## src/rtl/auto_seq_defines.vh

```
// Register offsets, field positions, reset values and timing counts of the auto sequencer.
`ifndef AUTO_SEQ_DEFINES_VH
`define AUTO_SEQ_DEFINES_VH
// Word indices (byte address = 4 * index) for the printed tuning locations.
`define IDX_BOFF_TUNE_LOW 16'h2d4e
`define IDX_BOFF_TUNE_HIGH 16'h2d4f
// Byte addresses of registers that have no printed offset.
`define ADDR_TXRX_MODE 18'h00000
`define ADDR_CSMA_CTRL 18'h00004
`define ADDR_TIMER_CTRL 18'h00008
`define ADDR_COMPARE0 18'h0000c
`define ADDR_TIMER_NOW 18'h00010
`define ADDR_COMMAND 18'h00014
`define ADDR_STATUS 18'h00018
`define ADDR_IRQ_STAT 18'h0001c
`define ADDR_IRQ_MASK 18'h00020
// Mode register bits.
`define MODE_RX_AFTER_TX 0
`define MODE_RX_AFTER_RX 1
`define MODE_AUTO_ACK 2
`define MODE_ACK_RECEIVE 3
// CSMA control fields.
`define CSMA_TX_AFTER 0
`define CSMA_BE_LSB 4
// Timer control bits.
`define TIMER_CSMA_TRIG 3
`define TIMER_CMP0_TX 4
`define TIMER_RUN 0
// Command bits.
`define CMD_TX 0
`define CMD_RX 1
`define CMD_CSMA 2
`define CMD_RF_STOP 3
// Interrupt status bits.
`define IRQ_TX_DONE 0
`define IRQ_RX_DONE 1
`define IRQ_CSMA_DONE 2
`define IRQ_BITS 3
// Reset values.
`define TUNE_LOW_RST 8'h01
`define TUNE_HIGH_RST 8'h09
// Time the device waits for an ACK, in microseconds.
`define ACK_WAIT_US 864
`define CLK_MHZ 10
`endif

```

## src/rtl/radio_baseband_auto_sequencer.v

```verilog
// Automatic transmit/receive sequencer of a short-range radio baseband.
//
// Contract
// RQ1: Software discards type 000b frames whose destination and source address modes are both 00b.
// RQ2: Software discards type 000b frames with destination mode 01b, 10b or 11b, or source mode 01b.
// RQ3: A match of the timer with timer compare 0 starts CSMA-CA when the trigger is enabled.
// RQ4: The timer trigger needs both timer control bit 3 and the compare-0 transmit trigger bit set.
// RQ5: With minimum backoff exponent 000b software writes f9h and 13h to the two tuning locations.
// RQ6: With any other minimum backoff exponent the tuning locations must hold 01h and 09h.
// RQ7: After reset the two tuning locations hold 01h and 09h.
// RQ8: Stopping RF during transmit, receive or CCA may still raise a related interrupt afterwards.
// RQ9: Software masks the transmit, receive, filter, CCA and overrun interrupts before stopping RF.
// RQ10: With receive after transmit the device goes idle then receive after a transmission.
// RQ11: With receive after receive the device goes idle then receive again after a frame.
// RQ12: With auto ACK a frame asking for ACK leads to idle, ACK transmit, idle, then receive if enabled.
// RQ13: With ACK reception and receive after transmit, a frame asking for ACK is followed by ACK receive.
// RQ14: With transmit after CSMA-CA a true result leads to transmit, a false result back to idle.
// RQ15: Transmit complete fires at transmit end, ACK received, ACK timeout, or busy channel.
//
// Register map, by byte address, with data in the low bits of each word.
// 0x00 mode, bits 0 to 3: receive after transmit, after receive, ACK reply, ACK receive.
// 0x04 CSMA control: bit 0 transmits after a free channel, bits 6:4 hold the minimum exponent.
// 0x08 timer control: bit 0 runs the timer, bits 3 and 4 together arm the compare-0 trigger.
// 0x0c holds timer compare 0, and 0x10 reads back the running timer.
// 0x14 takes commands: bit 0 transmit, bit 1 receive, bit 2 CSMA-CA, bit 3 RF stop.
// 0x18 reads the one-hot state in bits 6:0 and the last CSMA-CA result in bit 8.
// 0x1c holds the sticky interrupt flags and 0x20 their mask, in the same layout.
// The two backoff tuning bytes sit at word indices 2d4eh and 2d4fh.
//
// Timing.
// A bus request is answered by ack one cycle later, and ack stands for one cycle.
// Front-end enables follow the state one cycle late, and each activity ends in one idle cycle.
// The interrupt line follows the flags and the mask one cycle late.
//
// Hazards and limits.
// The minimum backoff exponent is only stored; software keeps the tuning bytes to match it.
// A timer match is lost if the sequencer is not idle in that cycle; it is not queued.
// Commands other than RF stop are taken only in idle, and a pending follow-up goes first.
// With nothing pending, a transmit command wins over CSMA-CA, which wins over receive.
// An RF stop aborts any activity at once, so a completion that arrives late still sets a flag.
//
// The implementer's own choice: register access over Wishbone.
`timescale 1ns/1ps
`default_nettype none
`include "auto_seq_defines.vh"
module radio_baseband_auto_sequencer #(
    parameter ACK_WAIT_CYCLES = `ACK_WAIT_US * `CLK_MHZ
) (
    // Clock and reset.
    input wire clk_i,
    input wire rst_i,
    // Wishbone slave.
    input wire cyc_i,
    input wire stb_i,
    input wire we_i,
    input wire [17:0] adr_i,
    input wire [3:0] sel_i,
    input wire [31:0] dat_i,
    output reg [31:0] dat_o,
    output reg ack_o,
    // Radio front end.
    output reg tx_on_o,
    output reg rx_on_o,
    output reg cca_on_o,
    output reg tx_ack_frame_o,
    input wire tx_done_i,
    input wire tx_ack_req_i,
    input wire rx_frame_i,
    input wire rx_ack_req_i,
    input wire rx_is_ack_i,
    input wire cca_done_i,
    input wire cca_clear_i,
    // Interrupt.
    output reg irq_o
);
    // One-hot sequencer states.
    localparam [6:0] S_IDLE = 7'h01;
    localparam [6:0] S_TX = 7'h02;
    localparam [6:0] S_RX = 7'h04;
    localparam [6:0] S_ACK_TX = 7'h08;
    localparam [6:0] S_ACK_RX = 7'h10;
    localparam [6:0] S_CSMA = 7'h20;
    localparam [6:0] S_STOP = 7'h40;
    // Next target after the one-cycle idle gap.
    localparam [2:0] N_NONE = 3'h0;
    localparam [2:0] N_TX = 3'h1;
    localparam [2:0] N_RX = 3'h2;
    localparam [2:0] N_ACK_TX = 3'h3;
    localparam [2:0] N_ACK_RX = 3'h4;

    // Software-visible configuration and flags.
    reg [3:0] mode_reg;
    reg [7:0] csma_reg;
    reg [7:0] timer_ctrl_reg;
    reg [31:0] compare0_reg;
    reg [31:0] timer_reg;
    reg [7:0] tune_low_reg;
    reg [7:0] tune_high_reg;
    reg [`IRQ_BITS-1:0] irq_stat_reg;
    reg [`IRQ_BITS-1:0] irq_mask_reg;
    // Sequencer state, pending follow-up and ACK wait counter.
    reg [6:0] state_reg;
    reg [2:0] pend_reg;
    reg csma_result_reg;
    reg [15:0] wait_reg;
    // Per-source event vectors, merged into one set of flags.
    reg [`IRQ_BITS-1:0] ev_tx, ev_rx, ev_csma;
    wire [`IRQ_BITS-1:0] events;

    // Bus decode: a request is taken once, on the edge that raises ack.
    wire wr = cyc_i & stb_i & we_i & ~ack_o & sel_i[0];
    wire rd_cyc = cyc_i & stb_i & ~ack_o;
    wire [15:0] word = adr_i[17:2];
    wire cmd_wr = wr && (adr_i == `ADDR_COMMAND);
    wire stop_cmd = cmd_wr && dat_i[`CMD_RF_STOP];
    // Compare-0 match starts CSMA-CA only with both enables set.
    wire timer_trig = timer_ctrl_reg[`TIMER_CSMA_TRIG] && timer_ctrl_reg[`TIMER_CMP0_TX]
        && timer_ctrl_reg[`TIMER_RUN] && (timer_reg == compare0_reg); // RQ3 RQ4
    wire csma_start = (cmd_wr && dat_i[`CMD_CSMA]) || timer_trig;

    // Register writes, timer and sticky interrupt flags.
    always @(posedge clk_i) begin
        if (rst_i) begin
            mode_reg <= 4'h0;
            csma_reg <= 8'h00;
            timer_ctrl_reg <= 8'h00;
            compare0_reg <= 32'h00000000;
            timer_reg <= 32'h00000000;
            tune_low_reg <= `TUNE_LOW_RST; // RQ7
            tune_high_reg <= `TUNE_HIGH_RST; // RQ7
            irq_stat_reg <= {`IRQ_BITS{1'b0}};
            irq_mask_reg <= {`IRQ_BITS{1'b0}};
        end else begin
            // The timer counts only while its run bit is set.
            if (timer_ctrl_reg[`TIMER_RUN])
                timer_reg <= timer_reg + 32'h00000001;
            // Configuration writes; unmapped addresses are ignored.
            if (wr) begin
                case (adr_i)
                    `ADDR_TXRX_MODE: mode_reg <= dat_i[3:0];
                    `ADDR_CSMA_CTRL: csma_reg <= dat_i[7:0];
                    `ADDR_TIMER_CTRL: timer_ctrl_reg <= dat_i[7:0];
                    `ADDR_COMPARE0: compare0_reg <= dat_i;
                    `ADDR_IRQ_MASK: irq_mask_reg <= dat_i[`IRQ_BITS-1:0];
                    default: ;
                endcase
                // The tuning bytes sit far above the other registers.
                if (word == `IDX_BOFF_TUNE_LOW && adr_i[1:0] == 2'b00)
                    tune_low_reg <= dat_i[7:0];
                if (word == `IDX_BOFF_TUNE_HIGH && adr_i[1:0] == 2'b00)
                    tune_high_reg <= dat_i[7:0];
            end
            // Write one to clear; a new event in the same cycle wins.
            if (wr && adr_i == `ADDR_IRQ_STAT)
                irq_stat_reg <= (irq_stat_reg & ~dat_i[`IRQ_BITS-1:0]) | events;
            else
                irq_stat_reg <= irq_stat_reg | events;
        end
    end

    // Read data and acknowledge, one cycle after the strobe.
    always @(posedge clk_i) begin
        if (rst_i) begin
            ack_o <= 1'b0;
            dat_o <= 32'h00000000;
        end else begin
            ack_o <= rd_cyc;
            dat_o <= 32'h00000000;
            if (rd_cyc && !we_i) begin
                case (adr_i)
                    `ADDR_TXRX_MODE: dat_o <= {28'h0000000, mode_reg};
                    `ADDR_CSMA_CTRL: dat_o <= {24'h000000, csma_reg};
                    `ADDR_TIMER_CTRL: dat_o <= {24'h000000, timer_ctrl_reg};
                    `ADDR_COMPARE0: dat_o <= compare0_reg;
                    `ADDR_TIMER_NOW: dat_o <= timer_reg;
                    `ADDR_STATUS: dat_o <= {23'h000000, csma_result_reg, 1'b0, state_reg};
                    `ADDR_IRQ_STAT: dat_o <= {29'h00000000, irq_stat_reg};
                    `ADDR_IRQ_MASK: dat_o <= {29'h00000000, irq_mask_reg};
                    // Tuning bytes, otherwise an unmapped read that answers zero.
                    default: begin
                        if (word == `IDX_BOFF_TUNE_LOW && adr_i[1:0] == 2'b00)
                            dat_o <= {24'h000000, tune_low_reg};
                        else if (word == `IDX_BOFF_TUNE_HIGH && adr_i[1:0] == 2'b00)
                            dat_o <= {24'h000000, tune_high_reg};
                    end
                endcase
            end
        end
    end

    // Events raised by the sequencer in this cycle.
    always @* begin
        ev_tx = {`IRQ_BITS{1'b0}};
        ev_rx = {`IRQ_BITS{1'b0}};
        ev_csma = {`IRQ_BITS{1'b0}};
        case (state_reg)
            // A transmit that moves on to an ACK wait reports at the end of that wait.
            S_TX: if (tx_done_i && !(tx_ack_req_i && mode_reg[`MODE_ACK_RECEIVE]
                    && mode_reg[`MODE_RX_AFTER_TX]))
                ev_tx[`IRQ_TX_DONE] = 1'b1; // RQ15
            S_ACK_TX: if (tx_done_i)
                ev_tx[`IRQ_TX_DONE] = 1'b1;
            S_ACK_RX: if ((rx_frame_i && rx_is_ack_i) || wait_reg == 16'h0000)
                ev_tx[`IRQ_TX_DONE] = 1'b1; // RQ15
            S_RX: if (rx_frame_i)
                ev_rx[`IRQ_RX_DONE] = 1'b1;
            S_CSMA: if (cca_done_i) begin
                ev_csma[`IRQ_CSMA_DONE] = 1'b1;
                if (!cca_clear_i)
                    ev_tx[`IRQ_TX_DONE] = 1'b1; // RQ15
            end
            // A stop may still let a late completion through.
            S_STOP: begin
                ev_tx[`IRQ_TX_DONE] = tx_done_i; // RQ8
                ev_rx[`IRQ_RX_DONE] = rx_frame_i; // RQ8
                ev_csma[`IRQ_CSMA_DONE] = cca_done_i; // RQ8
            end
            default: ;
        endcase
    end
    assign events = ev_tx | ev_rx | ev_csma;

    // Sequencer: every activity ends in a one-cycle idle gap.
    always @(posedge clk_i) begin
        if (rst_i) begin
            state_reg <= S_IDLE;
            pend_reg <= N_NONE;
            csma_result_reg <= 1'b0;
            wait_reg <= 16'h0000;
        end else if (stop_cmd) begin
            state_reg <= S_STOP;
            pend_reg <= N_NONE;
        end else begin
            case (state_reg)
                // Idle: a pending follow-up first, then a fresh command or timer match.
                S_IDLE: begin
                    pend_reg <= N_NONE;
                    if (pend_reg == N_TX || (pend_reg == N_NONE && cmd_wr && dat_i[`CMD_TX]))
                        state_reg <= S_TX;
                    else if (pend_reg == N_RX)
                        state_reg <= S_RX;
                    else if (pend_reg == N_ACK_TX)
                        state_reg <= S_ACK_TX;
                    else if (pend_reg == N_ACK_RX) begin
                        state_reg <= S_ACK_RX;
                        wait_reg <= ACK_WAIT_CYCLES[15:0];
                    end else if (csma_start)
                        state_reg <= S_CSMA;
                    else if (cmd_wr && dat_i[`CMD_RX])
                        state_reg <= S_RX;
                end
                // A sent frame asking for ACK leads to the ACK wait when both modes allow it.
                S_TX: if (tx_done_i) begin
                    state_reg <= S_IDLE;
                    if (tx_ack_req_i && mode_reg[`MODE_ACK_RECEIVE] && mode_reg[`MODE_RX_AFTER_TX])
                        pend_reg <= N_ACK_RX; // RQ13
                    else if (mode_reg[`MODE_RX_AFTER_TX])
                        pend_reg <= N_RX; // RQ10
                end
                // A received frame asking for ACK leads to the ACK reply first when auto ACK is set.
                S_RX: if (rx_frame_i) begin
                    state_reg <= S_IDLE;
                    if (rx_ack_req_i && mode_reg[`MODE_AUTO_ACK])
                        pend_reg <= N_ACK_TX; // RQ12
                    else if (mode_reg[`MODE_RX_AFTER_RX])
                        pend_reg <= N_RX; // RQ11
                end
                // After the ACK reply the receiver comes back only if enabled.
                S_ACK_TX: if (tx_done_i) begin
                    state_reg <= S_IDLE;
                    if (mode_reg[`MODE_RX_AFTER_RX])
                        pend_reg <= N_RX; // RQ12
                end
                // The ACK wait ends on an ACK frame or when the counter runs out.
                S_ACK_RX: begin
                    wait_reg <= wait_reg - 16'h0001;
                    if ((rx_frame_i && rx_is_ack_i) || wait_reg == 16'h0000)
                        state_reg <= S_IDLE; // RQ13
                end
                // A free channel may queue a transmit; a busy one just returns to idle.
                S_CSMA: if (cca_done_i) begin
                    state_reg <= S_IDLE;
                    csma_result_reg <= cca_clear_i;
                    if (cca_clear_i && csma_reg[`CSMA_TX_AFTER])
                        pend_reg <= N_TX; // RQ14
                end
                // RF stop lasts one cycle, then idle.
                S_STOP: state_reg <= S_IDLE;
                default: state_reg <= S_IDLE;
            endcase
        end
    end

    // Front-end enables and interrupt line, all registered.
    always @(posedge clk_i) begin
        if (rst_i) begin
            tx_on_o <= 1'b0;
            rx_on_o <= 1'b0;
            cca_on_o <= 1'b0;
            tx_ack_frame_o <= 1'b0;
            irq_o <= 1'b0;
        end else begin
            tx_on_o <= (state_reg == S_TX) || (state_reg == S_ACK_TX);
            rx_on_o <= (state_reg == S_RX) || (state_reg == S_ACK_RX);
            cca_on_o <= (state_reg == S_CSMA);
            tx_ack_frame_o <= (state_reg == S_ACK_TX);
            irq_o <= |(irq_stat_reg & irq_mask_reg);
        end
    end
endmodule
`default_nettype wire

```

## config.mk

```make
export PLATFORM = sky130hd
export DESIGN_NAME = radio_baseband_auto_sequencer
export DESIGN_NICKNAME = d
export VERILOG_FILES = /design/src/rtl/radio_baseband_auto_sequencer.v
export VERILOG_INCLUDE_DIRS = /design/src /design/src/rtl
export SDC_FILE = /design/constraint.sdc
export NUM_CORES = 1
export LEC_CHECK = 0
export BUFFER_PORTS_ARGS = -buffer_cell sky130_fd_sc_hd__buf_2
export CAP_MARGIN = 20
export CORE_ASPECT_RATIO = 1.5
export CORE_MARGIN = 3
export CORE_UTILIZATION = 45
export DETAILED_ROUTE_END_ITERATION = 6
export HOLD_SLACK_MARGIN = 0.06
export REMOVE_ABC_BUFFERS = 1
export SLEW_MARGIN = 30
export SYNTH_ARGS = -nofsm -noshare
export SYNTH_HDL_FRONTEND = slang
export SYNTH_SLANG_ARGS = --single-unit
```

## constraint.sdc

```tcl
create_clock -name clk_i -period 2.68 [get_ports clk_i]
set_input_delay 0 -clock clk_i [delete_from_list [all_inputs] [get_ports clk_i]]
set_output_delay 0 -clock clk_i [all_outputs]
set_load 0.005 [all_outputs]
```

**Word-level counts from Yosys, hierarchy flattened**

Cells that the tools add are included.

- Add/subtract/negate cells: 2
- Eq/ne operators: 40
- Mux-type cells: 41
- Bitwise operators: 15
- Reduce and logical (&&, ||, !) cells: 48

Operator list:

| kind | number |
|---|---|
| 32-bit case mux with 8 select lines | 1 |
| 7-bit 2-to-1 mux | 11 |
| 18-bit by 5-bit equality test with 1-bit output, second input constant | 4 |
| 16-bit 2-to-1 mux | 4 |
| 18-bit by 4-bit equality test with 1-bit output, second input constant | 2 |
| 7-bit case mux with 5 select lines | 1 |
| 32-bit by 1-bit adder with 32-bit output, second input constant | 1 |
| 16-bit by 14-bit equality test with 1-bit output, second input constant | 2 |
| 32-bit equality test | 1 |
| 16-bit case mux with 2 select lines | 1 |
| 3-bit 2-to-1 mux | 10 |
| 2-bit != test, second input constant | 10 |
| 1-bit logical AND | 19 |
| 18-bit by 3-bit equality test with 1-bit output, second input constant | 1 |
| 18-bit by 6-bit equality test with 1-bit output, second input constant | 1 |
| 18-bit zero test | 1 |
| 16-bit zero test | 1 |
| 8-bit 2-to-1 mux | 2 |
| 16-bit by 1-bit subtractor with 16-bit output, second input constant | 1 |
| 3-bit case mux with 5 select lines | 1 |
| 2-bit AND reduction | 7 |
| 3-bit != test, second input constant | 4 |
| 5-bit AND reduction | 2 |
| 8-bit != test, second input constant | 1 |
| other kinds (34) | 57 |

- Bits in registers: 171
- Word-level logic and storage cells: 167

**Longest topological paths before layout**

- Depth after elaboration: 14
- Mapped depth: 10
- Gate-level depth less buffers: 8

**Worst setup path after synthesis**

No wires, ideal clock.

- Path kind: reg-to-reg
- Start: register wait_reg[7]
- End: register state_reg[1]
- Setup time: 0.123 ns
- Arrival: 2.074 ns
- Setup slack: 0.483 ns
- Cell stages (with the launch flop): 8
- Cells stage by stage: dfxtp_1 or4_4 or4_4 o41ai_4 o21ba_2 o21ai_2 a21oi_1 nor2_1

- Cells in the longest elaborated chain, start to end: 4

RTL lines:

| item | line | source |
|---|---|---|
| from (decl) | radio_baseband_auto_sequencer.v:105 | `reg [15:0] wait_reg;` |
| from (signal assigned) | radio_baseband_auto_sequencer.v:246 | `wait_reg <= ACK_WAIT_CYCLES[15:0];` |
| from (signal assigned) | radio_baseband_auto_sequencer.v:276 | `wait_reg <= wait_reg - 16'h0001;` |
| 16-bit zero test | radio_baseband_auto_sequencer.v:277 | `if ((rx_frame_i && rx_is_ack_i) \|\| wait_reg == 16'h0000)` |
| 1-bit logical OR | radio_baseband_auto_sequencer.v:277 |  |
| 2-bit != test (no source line) | n/a |  |
| 5-bit AND reduction (no source line) | n/a |  |
| to (signal assigned) | radio_baseband_auto_sequencer.v:278 | `state_reg <= S_IDLE;` |
| to (signal assigned) | radio_baseband_auto_sequencer.v:282 | `state_reg <= S_IDLE;` |
| to (signal assigned) | radio_baseband_auto_sequencer.v:288 | `S_STOP: state_reg <= S_IDLE;` |
| to (decl) | radio_baseband_auto_sequencer.v:102 | `reg [6:0] state_reg;` |

Every way passes these cells.
A chain may end at the register's enable or synchronous reset.

**Worst setup path after layout**

- Start: register state_reg[1]
- End: register wait_reg[10]

- Cells in the longest elaborated chain, start to end: 3

RTL lines:

| item | line | source |
|---|---|---|
| from (signal assigned) | radio_baseband_auto_sequencer.v:226 | `state_reg <= S_IDLE;` |
| from (signal assigned) | radio_baseband_auto_sequencer.v:231 | `state_reg <= S_STOP;` |
| from (signal assigned) | radio_baseband_auto_sequencer.v:239 | `state_reg <= S_TX;` |
| 7-bit by 1-bit equality test with 1-bit output / 7-bit by 5-bit equality test with 1-bit output (equally long branches) | radio_baseband_auto_sequencer.v:234 | `case (state_reg)` |
| 2-bit != test (no source line) / 2-bit nonzero test (equally long branches) | n/a |  |
| 6-bit AND reduction (no source line) | n/a |  |

Parallel ways exist; a longest one is shown, timed or not.

==> flow_metrics.tcl <==
set metrics [dict create \
    status "finished clean" \
    synth.cell_area_um2 7730 \
    power_density_nw_per_um2 566 \
    rows 58 \
    hold_path_class "in2reg" \
    post_cts_buffers 0 \
    cts_root_buffer "clkbuf_16" \
    yosys_warnings 0 \
    vias_per_cell 5.43 \
    drive_above_1_share_pct 16.9 \
    cp_max_fo 9 \
    finalHoldWorstSlack_ns 0.0893 \
    drcViolationCount 0 \
    htreeDepth 4 \
    grtUsageTotal_pct 23.1 \
    antenna_found_initial 0 \
    post-route-min-period_ns 2.37 \
    synth.yosys.seq_area_share_pct 44.3 \
    end_kind "flip-flop" \
    portBuffers 100 \
    overflow 0 \
    async_reset_ff_share_pct 0 \
    path_clk_slew_ns 0.07 \
    r2r_start "state_reg[1]$_SDFFE_PP0P_" \
    setup_ws_ns 0.309 \
    syn_to_final_growth_pct 23.2 \
    n_antenna_cell 0 \
    crit_type "reg2reg" \
    slew_violations 0 \
    timing.rr.end "wait_reg[10]$_SDFFE_PP0P_" \
    grt_pass1_vias 6646 \
    synth.avg_cell_area_um2 8.37 \
    core_area_um2 16800 \
    cts_buffers 17 \
    drtIter0Drc 406 \
    hp-start "we_i" \
    fin_nets 1127 \
    die_h_um 167 \
    pre_cts_ws_ns 0.323 \
    cp_cell_sequence "nor4_1, and4bb_2, a31o_2, a21boi_1, buf_4, nand3_1, xor2_1, nor2_1" \
    grt_max_degree 122 \
    reg2reg_slack_ns 0.31 \
    synth-main-ff-cell "dfxtp_1" \
    start_util_pct 45.9 \
    cpMaxStageDelayCell "nor4_1" \
    finalSetupTns_ns 0 \
    maxCapViolations 0 \
    fin_crit_sh_pct 88.5 \
    crit_path_start_kind "flip-flop" \
    synth_cell_types 59 \
    nFillCells 1597 \
    cts.sinks 171 \
    io_pins 104 \
    whs_path_depth 4 \
    drt_wl_total_um 21600 \
    worst-r2r-cell-count 8 \
    p_leak_nw 3.79 \
    dieWidth_um 113 \
    required_ns 3.00 \
    die_area_um2 18800 \
    final-hold-violation-count 0 \
    place_hpwl_um 15000 \
    synth_cells 924 \
    via_count 6963 \
    tritoncts "done" \
    ant_nets 0 \
    peakVddDrop_mv 0.425 \
    tightest_slew_ns 0.857 \
    max_freq_ghz 0.422 \
    clk_latency_ns 0.43 \
    finClkSkew_ns 0.00835 \
    setup_viol 0 \
    slowest_delay_ns 0.42 \
    place_congestion 0.896 \
    critPathArrivalTime_ns 2.69 \
    ys_ff_latch 171 \
    synth-edff-count 0 \
    drt_pre_antenna_iters 5 \
    clockBufferDepth 2 \
    ctsResizeCount 0 \
    min_to "dat_o[1]$_SDFF_PP0_" \
    rsz0062_at_grt "false" \
    relSlewSlack_pct 42.9 \
    grt_pass1_wl_um 34800 \
    routedWlPerCell_um 16.8 \
]
worst max-delay path by stage:
stage                                        end  slack [ns]                       from  cells past startpoint
global route           wait_reg[13]$_SDFFE_PP0P_        0.11  state_reg[1]$_SDFFE_PP0P_                      7
detailed placement     state_reg[2]$_SDFFE_PP0P_        0.32  timer_reg[4]$_SDFFE_PP0P_                      7
finish                 wait_reg[10]$_SDFFE_PP0P_        0.31  state_reg[1]$_SDFFE_PP0P_                      8
floorplan           compare0_reg[0]$_SDFFE_PP0P_        0.02                  adr_i[13]                      7
CTS                    state_reg[2]$_SDFFE_PP0P_        0.29  timer_reg[4]$_SDFFE_PP0P_                      7
global placement       state_reg[2]$_SDFFE_PP0P_        0.36  timer_reg[4]$_SDFFE_PP0P_                      7
logic make-up (layout without fill, tap and decap cells):
logic type	count (synthesis)	count (layout)	synth area share (%)
flops	171	171	44.3
buf+inv	65	213	3.33
fa+ha+maj	2	2	0.324
compound gates	174	174	14.0
mux	39	39	5.11
simple gates	403	403	25.0
xor+xnor	70	70	7.93
routing by layer:
metal,global-route usage [%],vias up,routed length [um]
li1,-,3501,-
met1,28.6,3252,9460
met2,39.8,175,10700
met3,4.03,35,853
met4,8.58,0,553
met5,0,-,0
cells in the mapped netlist, drive strengths merged (5+ instances only):
cell type,instances,area (um^2)
xor2,49,429
or4,5,45.0
a211oi,5,37.5
nor3,19,116
nor4,12,87.6
nor2b,5,31.3
nand4,18,113
mux2i,35,350
clkbuf,33,124
dfxtp,171,3420
a21oi,84,420
nor2,139,527
a221oi,5,43.8
o22ai,8,50.1
or3,11,68.8
xnor2,21,184
o21ai,21,109
and3,10,62.6
a22oi,27,203
buf,18,81.3
a211o,5,43.8
nand2,116,435
nand4b,7,61.3
nand3,37,185
inv,14,52.6
layout make-up:
cell class | count | area (um^2) | area share, %
multi-input combinational | 688 | 4060 | 42.6
sequential | 171 | 3420 | 35.9
timing repair buffer | 167 | 1120 | 11.8
clock buffer | 20 | 447 | 4.69
tap | 210 | 263 | 2.76
clock inverter | 12 | 161 | 1.69
inverter | 14 | 52.6 | 0.552
per-stage QoR:
step	std cells	cell area (um^2)	power (mW)	util (%)
after floorplan	873	7530	2.69	-
after global placement	1209	8510	2.84	50.5
after global routing	1282	9530	5.58	56.6
after detailed placement	1209	8510	2.84	50.5
final	1282	9530	5.40	56.6
after CTS	1282	9530	5.45	56.6
report_power, final:
group	switching, mW	leakage (nW)	internal (mW)
Combinational	0.152	2.11	0.123
Sequential	0.00793	1.38	2.55
Clock	1.06	0.299	1.50
timing repair:
action / in CTS / in global routing
hold endpoints to repair: 75 / 0
setup endpoints to repair: 0 / 0
hold buffers: 41 / 0
layout by cell type (no fill, tap or decap), types with 4 or more instances in the layout:
cell | netlist | routed
nor2_1 | 137 | 136
a221oi_1 | 5 | 5
a21oi_1 | 84 | 84
dfxtp_1 | 171 | 171
a211oi_1 | 5 | 5
nand2_1 | 116 | 116
inv_1 | 14 | 14
nor2b_1 | 5 | 5
clkbuf_16 | 0 | 17
mux2_2 | 4 | 4
nand4b_1 | 7 | 7
xor2_1 | 49 | 49
nor4_1 | 10 | 10
dlygate4sd3_1 | 0 | 41
a31oi_1 | 4 | 4
xnor2_1 | 21 | 21
mux2i_1 | 35 | 35
nand4_1 | 18 | 18
clkinv_4 | 0 | 4
nor3_1 | 16 | 16
or3_1 | 11 | 11
buf_4 | 0 | 26
a22oi_1 | 27 | 27
and4_1 | 4 | 4
o22ai_1 | 8 | 8
o21ai_0 | 20 | 20
buf_2 | 11 | 99
a211o_1 | 5 | 5
and3_1 | 10 | 10
nand3_1 | 37 | 37
critical path, delay by kind of cell (launching register included):
family                    cells  cell delay (ns)
xor gates and xnor gates      1             0.15
and+or+nand+nor               4             0.97
AOI/OAI and AO/OA             2             0.51
buffers and inverters         1             0.24
DFF                           1             0.39
(Power assumes the default switching activity.)
